**src/hw/lcd_port_pkg.sv**
```systemverilog
// Shared constants for the character display host port and display memory map.
package lcd_port_pkg;
	localparam int DATA_W = 8;
	localparam int ADDR_W = 7;
	localparam int MEM_DEPTH = 80;
	localparam int INDEX_W = 7;
	localparam int BUSY_FLAG_BIT = 7;
	localparam logic [6:0] ONE_LINE_LAST = 7'h4f;
	localparam logic [6:0] LINE_LEN_ONE = 7'h50;
	localparam logic [6:0] LINE_LEN_TWO = 7'h28;
	localparam logic [6:0] LINE_LEN_FOUR = 7'h14;
	localparam logic [6:0] LINE_STRIDE_TWO = 7'h40;
	localparam logic [6:0] LINE_STRIDE_FOUR = 7'h20;
	localparam logic [6:0] OWN_SEGMENTS = 7'h3c;
	localparam logic [6:0] EXT_SEGMENTS = 7'h28;
	localparam logic [6:0] FONT_NARROW = 7'h05;
	localparam logic [6:0] FONT_WIDE = 7'h06;
	localparam logic [5:0] COMMONS_PER_LINE = 6'h08;
	localparam logic [6:0] AC_RESET = 7'h00;
	localparam logic [7:0] BYTE_RESET = 8'h00;
	localparam int CLOCK_PERIOD_PS = 5000;
	localparam int INSTR_BUSY_NS = 1000;
	localparam int DATA_BUSY_NS = 200;
	localparam int INSTR_BUSY_CYCLES = (INSTR_BUSY_NS * 1000 + CLOCK_PERIOD_PS - 1) / CLOCK_PERIOD_PS;
	localparam int DATA_BUSY_CYCLES = (DATA_BUSY_NS * 1000 + CLOCK_PERIOD_PS - 1) / CLOCK_PERIOD_PS;
	localparam int BUSY_W = 9;
	typedef enum logic [1:0] {
		LINES_ONE,
		LINES_TWO,
		LINES_FOUR,
		LINES_RSVD
	} line_mode_t;
endpackage
```
**src/hw/display_data_memory.sv**
```systemverilog
// Display character memory with one write port and two registered read ports.
`timescale 1ns/1ps
`default_nettype none
module display_data_memory #(
	parameter int DEPTH = 80,
	parameter int WIDTH = 8,
	parameter int IW = 7
) (
	input wire logic clock,
	input wire logic wr_en,
	input wire logic [IW-1:0] wr_index,
	input wire logic [WIDTH-1:0] wr_data,
	input wire logic [IW-1:0] a_index,
	output logic [WIDTH-1:0] a_data_q,
	input wire logic [IW-1:0] b_index,
	output logic [WIDTH-1:0] b_data_q
);
	logic [WIDTH-1:0] mem_q [DEPTH];
	wire a_in = int'(a_index) < DEPTH;
	wire b_in = int'(b_index) < DEPTH;

	// Contents are not reset; software fills the memory after power up.
	always_ff @(posedge clock) begin
		if (wr_en && int'(wr_index) < DEPTH) begin
			mem_q[wr_index] <= wr_data;
		end
	end

	always_ff @(posedge clock) begin
		a_data_q <= a_in ? mem_q[a_index] : '0;
		b_data_q <= b_in ? mem_q[b_index] : '0;
	end
endmodule
`default_nettype wire

```
**src/hw/lcd_host_port_display_data_memory_map.sv**
```systemverilog
// Parallel host port, busy flag, address counter and display memory map.
// Behaviour
// - RS low, write: store instruction code.
// - RS low, read: busy on bit7, counter below.
// - RS high: write fills data, read returns it.
// - Busy held during operations; instructions refused.
// - Eighty byte display memory.
// - Seven bit address counter, bit6 most significant.
// - One-line addresses 0x00 to 0x4f.
// - Two-line ranges 0x00-0x27 and 0x40-0x67.
// - Four-line ranges at 0x00,0x20,0x40,0x60, twenty each.
// - Unshifted positions count up from line base.
// - Four-line rows on groups of eight commons.
// - Left shift shows one address higher.
// - Four-line right shift wraps last address first.
// - Two-line right shift wraps last address first.
// - Narrow font: 24 chars, 12 in four-line.
// - Wide font: 20 chars, 10 in four-line.
// - Extension enable adds continuing positions.
// - Extension columns continue past own sixty segments.
// - Counter steps by one after memory access.
// - Read prefetches next byte; write stores byte.
// - Mode select low serial, high parallel.
`timescale 1ns/1ps
`default_nettype none
module lcd_host_port_display_data_memory_map
	import lcd_port_pkg::*;
#(
	parameter int INSTR_CYCLES = INSTR_BUSY_CYCLES,
	parameter int DATA_CYCLES = DATA_BUSY_CYCLES
) (
	input wire logic clock,
	input wire logic rst_n,
	input wire logic interface_mode_select,
	input wire logic register_select,
	input wire logic read_write,
	input wire logic enable,
	input wire logic [DATA_W-1:0] data_in,
	output logic [DATA_W-1:0] data_out_q,
	output logic data_oe_n_q,
	input wire logic extension_enable,
	input wire logic bus_four_bit,
	input wire logic [1:0] line_mode,
	input wire logic font_wide,
	input wire logic ac_decrement,
	input wire logic address_load,
	input wire logic [ADDR_W-1:0] address_value,
	input wire logic shift_pulse,
	input wire logic shift_right,
	input wire logic [3:0] shift_line_mask,
	input wire logic [5:0] scan_common,
	input wire logic [6:0] scan_position,
	output logic [DATA_W-1:0] instruction_holding_register,
	output logic instruction_strobe_q,
	output logic busy_flag,
	output logic [ADDR_W-1:0] display_address_counter,
	output logic [DATA_W-1:0] data_holding_register,
	output logic [6:0] visible_chars_q,
	output logic [ADDR_W-1:0] scan_address_q,
	output logic scan_valid_q,
	output logic [DATA_W-1:0] scan_char_q
);
	// Memory index of a display address, with a flag for addresses outside every line.
	function automatic logic [7:0] map_index(input logic [1:0] mode, input logic [6:0] addr);
		logic [6:0] idx;
		logic ok;
		idx = 7'h00;
		ok = 1'b0;
		case (mode)
			LINES_ONE: begin
				idx = addr;
				ok = addr <= ONE_LINE_LAST;
			end
			LINES_TWO: begin
				idx = addr[6] ? 7'(addr[5:0] + LINE_LEN_TWO) : 7'(addr[5:0]);
				ok = addr[5:0] < 6'(LINE_LEN_TWO);
			end
			LINES_FOUR: begin
				idx = 7'(addr[4:0] + 7'(addr[6:5] * LINE_LEN_FOUR));
				ok = addr[4:0] < 5'(LINE_LEN_FOUR);
			end
			default: begin
				idx = 7'h00;
				ok = 1'b0;
			end
		endcase
		return {ok, idx};
	endfunction

	// Three stage pin synchronisers; stage one feeds only stage two.
	logic [2:0] en_s_q, rs_s_q, rw_s_q, im_s_q, ext_s_q;
	logic en_q, rs_q, rw_q, im_q, ext_q;
	always_ff @(posedge clock) begin
		en_s_q <= {en_s_q[1:0], enable};
		rs_s_q <= {rs_s_q[1:0], register_select};
		rw_s_q <= {rw_s_q[1:0], read_write};
		im_s_q <= {im_s_q[1:0], interface_mode_select};
		ext_s_q <= {ext_s_q[1:0], extension_enable};
	end
	wire en_agree = en_s_q[1] == en_s_q[2];
	always_ff @(posedge clock) begin
		if (!rst_n) begin
			en_q <= 1'b0;
			rs_q <= 1'b0;
			rw_q <= 1'b0;
			im_q <= 1'b0;
			ext_q <= 1'b0;
		end else begin
			en_q <= en_agree ? en_s_q[2] : en_q;
			rs_q <= (rs_s_q[1] == rs_s_q[2]) ? rs_s_q[2] : rs_q;
			rw_q <= (rw_s_q[1] == rw_s_q[2]) ? rw_s_q[2] : rw_q;
			im_q <= (im_s_q[1] == im_s_q[2]) ? im_s_q[2] : im_q;
			ext_q <= (ext_s_q[1] == ext_s_q[2]) ? ext_s_q[2] : ext_q;
		end
	end
	// Serial mode leaves the parallel port idle and the pins undriven.
	wire parallel = im_q;
	wire en_rise = parallel && en_agree && en_s_q[2] && !en_q;
	wire en_fall = parallel && en_agree && !en_s_q[2] && en_q;

	logic [BUSY_W-1:0] busy_cnt_q;
	logic busy_q;
	logic [ADDR_W-1:0] ac_q;
	logic [DATA_W-1:0] dr_q, ir_q;
	logic nibble_q;
	logic [3:0] high_nib_q;
	logic pf1_q, pf2_q;
	logic [DATA_W-1:0] mem_a_q;

	// A byte is complete on every fall in 8-bit mode, on the second fall in 4-bit mode.
	wire byte_done = en_fall && (!bus_four_bit || nibble_q);
	wire [DATA_W-1:0] bus_byte = bus_four_bit ? {high_nib_q, data_in[7:4]} : data_in;
	wire busy_now = busy_q;
	wire instr_wr = byte_done && !rs_q && !rw_q && !busy_now;
	wire data_wr = byte_done && rs_q && !rw_q;
	wire data_rd = byte_done && rs_q && rw_q;
	wire [DATA_W-1:0] status_byte = {busy_now, ac_q};
	wire [DATA_W-1:0] read_byte = rs_q ? dr_q : status_byte;
	wire [DATA_W-1:0] read_lane = (bus_four_bit && nibble_q) ?
		{read_byte[3:0], 4'h0} : read_byte;
	wire [ADDR_W-1:0] ac_step = ac_decrement ? 7'(ac_q - 7'h01) : 7'(ac_q + 7'h01);
	wire [7:0] host_map = map_index(line_mode, ac_q);
	wire host_ok = host_map[7];

	always_ff @(posedge clock) begin
		if (!rst_n) begin
			nibble_q <= 1'b0;
			high_nib_q <= 4'h0;
		end else if (!bus_four_bit) begin
			nibble_q <= 1'b0;
		end else if (en_fall) begin
			nibble_q <= !nibble_q;
			high_nib_q <= data_in[7:4];
		end
	end

	// Busy covers instructions and data accesses, not address loads or shifts; a refused instruction does not restart it.
	// The flag is registered from the next count so the status pin never glitches.
	wire [BUSY_W-1:0] busy_cnt_d = instr_wr ? BUSY_W'(INSTR_CYCLES) :
		(data_wr || data_rd) ? BUSY_W'(DATA_CYCLES) :
		(busy_cnt_q != '0) ? BUSY_W'(busy_cnt_q - BUSY_W'(1)) : busy_cnt_q;
	always_ff @(posedge clock) begin
		if (!rst_n) begin
			busy_cnt_q <= '0;
			busy_q <= 1'b0;
		end else begin
			busy_cnt_q <= busy_cnt_d;
			busy_q <= busy_cnt_d != '0;
		end
	end

	always_ff @(posedge clock) begin
		if (!rst_n) begin
			ir_q <= BYTE_RESET;
			instruction_strobe_q <= 1'b0;
		end else begin
			instruction_strobe_q <= instr_wr;
			if (instr_wr) begin
				ir_q <= bus_byte;
			end
		end
	end

	// Address loads and data accesses move the counter; shifting never does.
	always_ff @(posedge clock) begin
		if (!rst_n) begin
			ac_q <= AC_RESET;
		end else if (address_load) begin
			ac_q <= address_value;
		end else if (data_wr || data_rd) begin
			ac_q <= ac_step;
		end
	end

	// After a counter move the memory needs one cycle to present the new byte.
	always_ff @(posedge clock) begin
		if (!rst_n) begin
			pf1_q <= 1'b0;
			pf2_q <= 1'b0;
			dr_q <= BYTE_RESET;
		end else begin
			pf1_q <= data_rd || address_load;
			pf2_q <= pf1_q;
			if (data_wr) begin
				dr_q <= bus_byte;
			end else if (pf2_q) begin
				dr_q <= mem_a_q;
			end
		end
	end

	// Read data is launched on the rising enable and held until it falls.
	always_ff @(posedge clock) begin
		if (!rst_n) begin
			data_out_q <= BYTE_RESET;
			data_oe_n_q <= 1'b1;
		end else if (en_rise && rw_q) begin
			data_out_q <= read_lane;
			data_oe_n_q <= 1'b0;
		end else if (en_fall || !parallel) begin
			data_oe_n_q <= 1'b1;
		end
	end

	// Per-line window offsets, each kept modulo its own line length.
	logic [6:0] line_len;
	assign line_len = (line_mode == LINES_ONE) ? LINE_LEN_ONE :
		(line_mode == LINES_TWO) ? LINE_LEN_TWO : LINE_LEN_FOUR;
	logic [6:0] offset_q [4];
	genvar g;
	generate
		for (g = 0; g < 4; g++) begin : g_line
			wire [6:0] up = (offset_q[g] == 7'(line_len - 7'h01)) ? 7'h00 :
				7'(offset_q[g] + 7'h01);
			wire [6:0] down = (offset_q[g] == 7'h00) ? 7'(line_len - 7'h01) :
				7'(offset_q[g] - 7'h01);
			always_ff @(posedge clock) begin
				if (!rst_n) begin
					offset_q[g] <= 7'h00;
				end else if (shift_pulse && shift_line_mask[g]) begin
					offset_q[g] <= shift_right ? down : up;
				end
			end
		end
	endgenerate

	// Visible characters: own segments per font cell, doubled when one row spans two halves.
	wire [6:0] font_w = font_wide ? FONT_WIDE : FONT_NARROW;
	wire [6:0] own_chars = 7'(OWN_SEGMENTS / font_w);
	wire [6:0] ext_chars = ext_q ? 7'(EXT_SEGMENTS / font_w) : 7'h00;
	wire [6:0] chars = 7'(((line_mode == LINES_FOUR) ? own_chars : 7'(own_chars << 1))
		+ ext_chars);

	// Scan row to text line: groups of eight commons in four-line mode.
	wire [5:0] com_m1 = 6'(scan_common - 6'h01);
	wire [1:0] scan_line = (line_mode == LINES_FOUR) ? com_m1[4:3] :
		(line_mode == LINES_TWO) ? {1'b0, com_m1[4]} : 2'b00;
	wire [7:0] pos_sum = 8'(scan_position + offset_q[scan_line]);
	wire [7:0] pos_wrap = (pos_sum >= {1'b0, line_len}) ? 8'(pos_sum - {1'b0, line_len}) :
		pos_sum;
	wire [6:0] line_base = (line_mode == LINES_FOUR) ? 7'(scan_line * LINE_STRIDE_FOUR) :
		(line_mode == LINES_TWO) ? 7'(scan_line * LINE_STRIDE_TWO) : 7'h00;
	wire [6:0] scan_addr = 7'(line_base + pos_wrap[6:0]);
	wire [7:0] scan_map = map_index(line_mode, scan_addr);
	wire scan_ok = scan_position < chars && scan_position < line_len &&
		scan_common != 6'h00 && line_mode != LINES_RSVD;

	display_data_memory #(
		.DEPTH(MEM_DEPTH),
		.WIDTH(DATA_W),
		.IW(INDEX_W)
	) u_mem (
		.clock(clock),
		.wr_en(data_wr && host_ok),
		.wr_index(host_map[6:0]),
		.wr_data(bus_byte),
		.a_index(host_ok ? host_map[6:0] : 7'h7f),
		.a_data_q(mem_a_q),
		.b_index(scan_map[7] ? scan_map[6:0] : 7'h7f),
		.b_data_q(scan_char_q)
	);

	always_ff @(posedge clock) begin
		if (!rst_n) begin
			scan_address_q <= AC_RESET;
			scan_valid_q <= 1'b0;
			visible_chars_q <= 7'h00;
		end else begin
			scan_address_q <= scan_addr;
			scan_valid_q <= scan_ok;
			visible_chars_q <= chars;
		end
	end

	assign instruction_holding_register = ir_q;
	assign busy_flag = busy_now;
	assign display_address_counter = ac_q;
	assign data_holding_register = dr_q;

	// Checks.
	chk_instr_while_busy: assert property (@(posedge clock) disable iff (!rst_n)
		(byte_done && !rs_q && !rw_q && busy_now) |=> !instruction_strobe_q && $stable(ir_q))
		else $error("instruction taken while busy");
	chk_instr_store: assert property (@(posedge clock) disable iff (!rst_n)
		instr_wr |=> instruction_strobe_q && ir_q == $past(bus_byte) && busy_now)
		else $error("instruction not stored");
	chk_busy_length: assert property (@(posedge clock) disable iff (!rst_n)
		instr_wr |=> busy_cnt_q == BUSY_W'(INSTR_CYCLES))
		else $error("busy count wrong");
	chk_status_byte: assert property (@(posedge clock) disable iff (!rst_n)
		(en_rise && rw_q && !rs_q && !bus_four_bit) |=>
		!data_oe_n_q && data_out_q == {$past(busy_now), $past(ac_q)})
		else $error("status byte wrong");
	chk_ac_step: assert property (@(posedge clock) disable iff (!rst_n)
		(data_wr && !address_load && !ac_decrement) |=> ac_q == 7'($past(ac_q) + 7'h01))
		else $error("counter did not step");
	chk_ac_shift: assert property (@(posedge clock) disable iff (!rst_n)
		(shift_pulse && !address_load && !data_wr && !data_rd) |=> $stable(ac_q))
		else $error("shift moved counter");
	chk_prefetch: assert property (@(posedge clock) disable iff (!rst_n)
		(data_rd && !address_load) ##1 !data_wr ##1 !data_wr |=> dr_q == $past(mem_a_q))
		else $error("prefetch missed");
	chk_data_write: assert property (@(posedge clock) disable iff (!rst_n)
		data_wr |=> dr_q == $past(bus_byte))
		else $error("data byte not held");
	chk_line_range: assert property (@(posedge clock) disable iff (!rst_n)
		(line_mode == LINES_FOUR) |-> scan_addr[4:0] < 5'(LINE_LEN_FOUR))
		else $error("address left its line");
	chk_oe_serial: assert property (@(posedge clock) disable iff (!rst_n)
		!parallel |=> data_oe_n_q)
		else $error("drove bus in serial mode");
	chk_read_launch: assert property (@(posedge clock) disable iff (!rst_n)
		(en_rise && rw_q && rs_q && !bus_four_bit) |=> !data_oe_n_q && data_out_q == $past(dr_q))
		else $error("data read byte wrong");
	chk_line_base: assert property (@(posedge clock) disable iff (!rst_n)
		(line_mode == LINES_FOUR && scan_common == 6'h19 && scan_position == 7'h00 &&
		offset_q[3] == 7'h00) |=> scan_address_q == 7'(LINE_STRIDE_TWO + LINE_STRIDE_FOUR))
		else $error("fourth line base wrong");
endmodule
`default_nettype wire

```
**config.mk**
```make
export PLATFORM = sky130hd
export DESIGN_NAME = lcd_host_port_display_data_memory_map
export DESIGN_NICKNAME = d
export VERILOG_FILES = /design/src/hw/lcd_port_pkg.sv /design/src/hw/display_data_memory.sv /design/src/hw/lcd_host_port_display_data_memory_map.sv
export SDC_FILE = /design/constraint.sdc
export NUM_CORES = 2
export LEC_CHECK = 0
export BUFFER_PORTS_ARGS = -buffer_cell sky130_fd_sc_hd__buf_2
export CAP_MARGIN = 20
export CORE_ASPECT_RATIO = 0.7
export CORE_MARGIN = 1
export CORE_UTILIZATION = 51
export DETAILED_ROUTE_END_ITERATION = 16
export MAX_ROUTING_LAYER = met4
export PLACE_DENSITY = 0.72
export SLEW_MARGIN = 15
export SYNTH_ARGS = -nofsm -noshare
export SYNTH_HDL_FRONTEND = slang
export SYNTH_SLANG_ARGS = --single-unit
```
**constraint.sdc**
```tcl
create_clock -name clock -period 22.9 [get_ports clock]
set_clock_uncertainty 0.15 [all_clocks]
set_input_delay 2.29 -clock clock [delete_from_list [all_inputs] [get_ports clock]]
set_output_delay 2.29 -clock clock [all_outputs]
set_load 0.02 [all_outputs]
```
==> impl_metrics.yaml <==
run_status:
  status: "finished clean"
timing:
  fin_setup_tns_ns: 0
  slew_headroom: 0.1020
  hold_viol_final: 0
  timing.final.crit_period_ns: 12.94
  fmax_mhz: 77.30
  grt_setup_unrepaired: "false"
  tightestPinTransition_ns: 1.343
  min_period_over_period: 0.5649
  setup_viol: 0
  maxSlewViolCount: 0
  setup_ws_ns: 9.964
clock_network:
  clkLatencyLatePin_ns: 0.66
  clock_sinks: 767
  root_buffer: "clkbuf_16"
  cts_setup_buffers: 0
  cts_max_level: 3
  hold_buffers: 0
  cts_buffers: 75
  clk_pin_slew_ns: 0.07
  ctsLongestPathBuffers: 3
  post_cts_resized: 0
  cts_tree: "yes"
route:
  vias_per_cell: 6.925
  routed_wl_mm: 142.2
  wl_per_cell_um: 29.56
  drc: 0
  drtIter0Drc: 5711
  wl_met3_mm: 23.54
  dr.pass1.iters: 9
  wl_met2_mm: 57.51
  ant_nets: 0
  top_layer: "met4"
  wl_met1_mm: 55.66
  vias: 33310
placement:
  placed_cell_area_um2: 41210
  io_buffers: 101
  post-place-ws_ns: 9.823
  gp_congestion: 1.034
  hpwl_mm: 91.47
worst_setup_path:
  crit-reg2reg-capture: "u_mem.b_data_q[6]$_SDFF_PP0_"
  path_buf_inv: 4
  start_kind: "input pin"
  crit_slowest_cell: "nand4_1"
  crit_path_frequent_cell: "a21oi_1"
  cp_slowest_stage_delay_ns: 1.00
  critPathRequiredTime_ns: 23.32
  cpLargestDelayFamily: "compound AO/OA/AOI/OAI gates"
  critPathMaxFanout: 29
  crit_start: "line_mode[1]"
  end_kind: "flop"
  worstSetupPathType: "in -> reg"
  reg2regPathDepth: 30
  timing.rr.start: "offset_q[0][0]$_SDFFCE_PN0P_"
  cp-endpoint: "u_mem.b_data_q[6]$_SDFF_PP0_"
  critPathArrivalTime_ns: 13.36
  worst-path-stages: 32
  rrSetupSlack_ns: 13.37
grt:
  grt_max_degree: 118
  grt_pass1_wl_mm: 206.2
  grt_pass1_vias: 30120
  globalRoute.totalOverflow: 0
  antenna_found_initial: 5
  grt_use_total: 0.3638
cells_and_area:
  nets: 3812
  syn_to_final_growth_pct: 9.634
  layout-drive-gt1-share: 0.1066
  design_area_um2: 43700
  fin_util: 0.5668
yosys:
  synth-seq-area-share: 0.5530
  synth_cell_types: 103
  synth_area_um2: 39860
  ys_ff_latch: 767
  syn_inst: 3729
  synth_ff_type: "edfxtp_1"
  async_flop_share: 0
  synth_edf_count: 668
  synth_warnings: 0
  syn_area_per_cell_um2: 10.69
floorplan:
  start_util: 0.5169
  std_cell_rows: 85
  die_area_um2: 79300
  die_w_um: 336.1
  num_io_pins: 104
  die_y_um: 235.9
  core-area_um2: 77110
job:
  maxCapViolations: 0
worst_hold_path:
  min_path_type: "reg -> reg"
pwr:
  p_total_uw: 4548
  p_leak_uw: 0.01522
  worst_ir_drop_vdd_v: 0.00008115
  cellPowerDensity_nw_per_um2: 104.1
-- per-stage QoR --
stage | hold WS [ns] | instances
floorplan | 0.1596 | 3730
global placement | 0.1610 | 4663
detailed placement | 0.1621 | 4663
CTS | 0.1787 | 4800
global route | 0.1864 | 4810
finish | 0.1795 | 4811
-- power breakdown --
group	internal (uW)	switching, uW	total [uW]
sequential	1550	30.9	1580
combinational	489	1220	1710
clock	693	564	1260
-- synth_stat cells, types with 9 or more instances --
library cell / count / share of area
a22oi_1: 22 / 0.0041
nand2b_1: 13 / 0.0020
o221ai_1: 103 / 0.023
xnor2_1: 25 / 0.0055
nor2_1: 279 / 0.026
o211ai_1: 31 / 0.0058
or3_1: 17 / 0.0027
buf_2: 32 / 0.0040
xor2_1: 28 / 0.0062
edfxtp_1: 668 / 0.50
o22ai_1: 54 / 0.0085
a211oi_1: 94 / 0.018
nor4_1: 18 / 0.0028
buf_1: 46 / 0.0043
nand4_1: 9 / 0.0014
nand3_1: 148 / 0.019
nor2b_1: 21 / 0.0033
a311oi_1: 60 / 0.013
and2_1: 25 / 0.0039
dfxtp_1: 99 / 0.050
nor3_1: 60 / 0.0075
o21ai_1: 15 / 0.0019
clkbuf_1: 193 / 0.018
a2111oi_0: 9 / 0.0020
o21a_1: 13 / 0.0024
mux4_2: 20 / 0.011
a2bb2oi_1: 11 / 0.0024
and3_1: 59 / 0.0093
a21o_1: 23 / 0.0043
buf_4: 10 / 0.0019
ha_1: 58 / 0.018
inv_1: 49 / 0.0046
nand2_1: 572 / 0.054
a221oi_1: 14 / 0.0031
a21oi_1: 202 / 0.025
a31oi_1: 56 / 0.0088
o31ai_1: 11 / 0.0021
o21ai_0: 179 / 0.022
mux2_2: 23 / 0.0065
mux2i_1: 184 / 0.046
o211a_1: 13 / 0.0033
-- layout by cell type (no fill, tap or decap), types with 16 or more instances in the layout --
master,instances
a211oi_1,93
a21o_1,23
a21oi_1,200
a22oi_1,22
a311oi_1,60
a31oi_1,56
and2_1,25
and3_1,59
buf_2,101
buf_4,73
clkbuf_1,18
clkbuf_16,81
dfxtp_1,98
edfxtp_1,668
ha_1,57
inv_1,41
mux2_2,23
mux2i_1,183
mux4_2,20
nand2_1,569
nand3_1,148
nor2_1,275
nor2b_1,21
nor3_1,60
nor4_1,17
o211ai_1,31
o21ai_0,178
o21ai_1,16
o221ai_1,103
o22ai_1,54
or3_1,17
xnor2_1,25
xor2_1,28
-- layout make-up --
class	instances	area [um2]
Fill cell	6383	33410
Sequential cell	767	22040
Multi-Input combinational cell	2620	16550
Clock buffer	102	2136
Tap cell	1044	1306
Timing Repair Buffer	181	1147
Clock inverter	35	286.5
Inverter	57	216.5
Antenna cell	5	12.51
-- cells by family after synthesis --
family,share of synthesized area
and+or+nand+nor,0.1413
AOI/OAI and AO/OA,0.1737
DFF,0.5530
buffers and inverters,0.03519
muxes,0.06400
adders and majority gates,0.02072
xor gates and xnor gates,0.01205
other,0.00009408
-- how the worst min path moves through the flow --
stage / from / endpoint / slack (ns) / cells past startpoint
2_1_floorplan: en_s_q[0]$_DFF_P_ / en_s_q[1]$_DFF_P_ / 0.16 / 0
3_3_place_gp: en_s_q[0]$_DFF_P_ / en_s_q[1]$_DFF_P_ / 0.16 / 0
3_5_place_dp: im_s_q[0]$_DFF_P_ / im_s_q[1]$_DFF_P_ / 0.16 / 0
4_1_cts: im_s_q[0]$_DFF_P_ / im_s_q[1]$_DFF_P_ / 0.18 / 0
5_1_grt: ext_s_q[0]$_DFF_P_ / ext_s_q[1]$_DFF_P_ / 0.19 / 0
6_report: en_s_q[0]$_DFF_P_ / en_s_q[1]$_DFF_P_ / 0.18 / 0
-- routing by layer --
layer	vias to the layer above	track usage
met4	0	0.1227
met2	2756	0.4824
li1	14150	-
met1	16030	0.4982
met5	-	-
met3	374	0.1495
-- flip-flops by register name, indices dropped and copies added, names as in the netlist, 8 cells and up --
register,flops
busy_cnt_q,9
offset_q,28
u_mem.b_data_q,8
data_holding_register,8
u_mem.a_data_q,8
data_out_q,8
instruction_holding_register,8
u_mem.mem_q,640
Power figures use the tool's default switching activity.
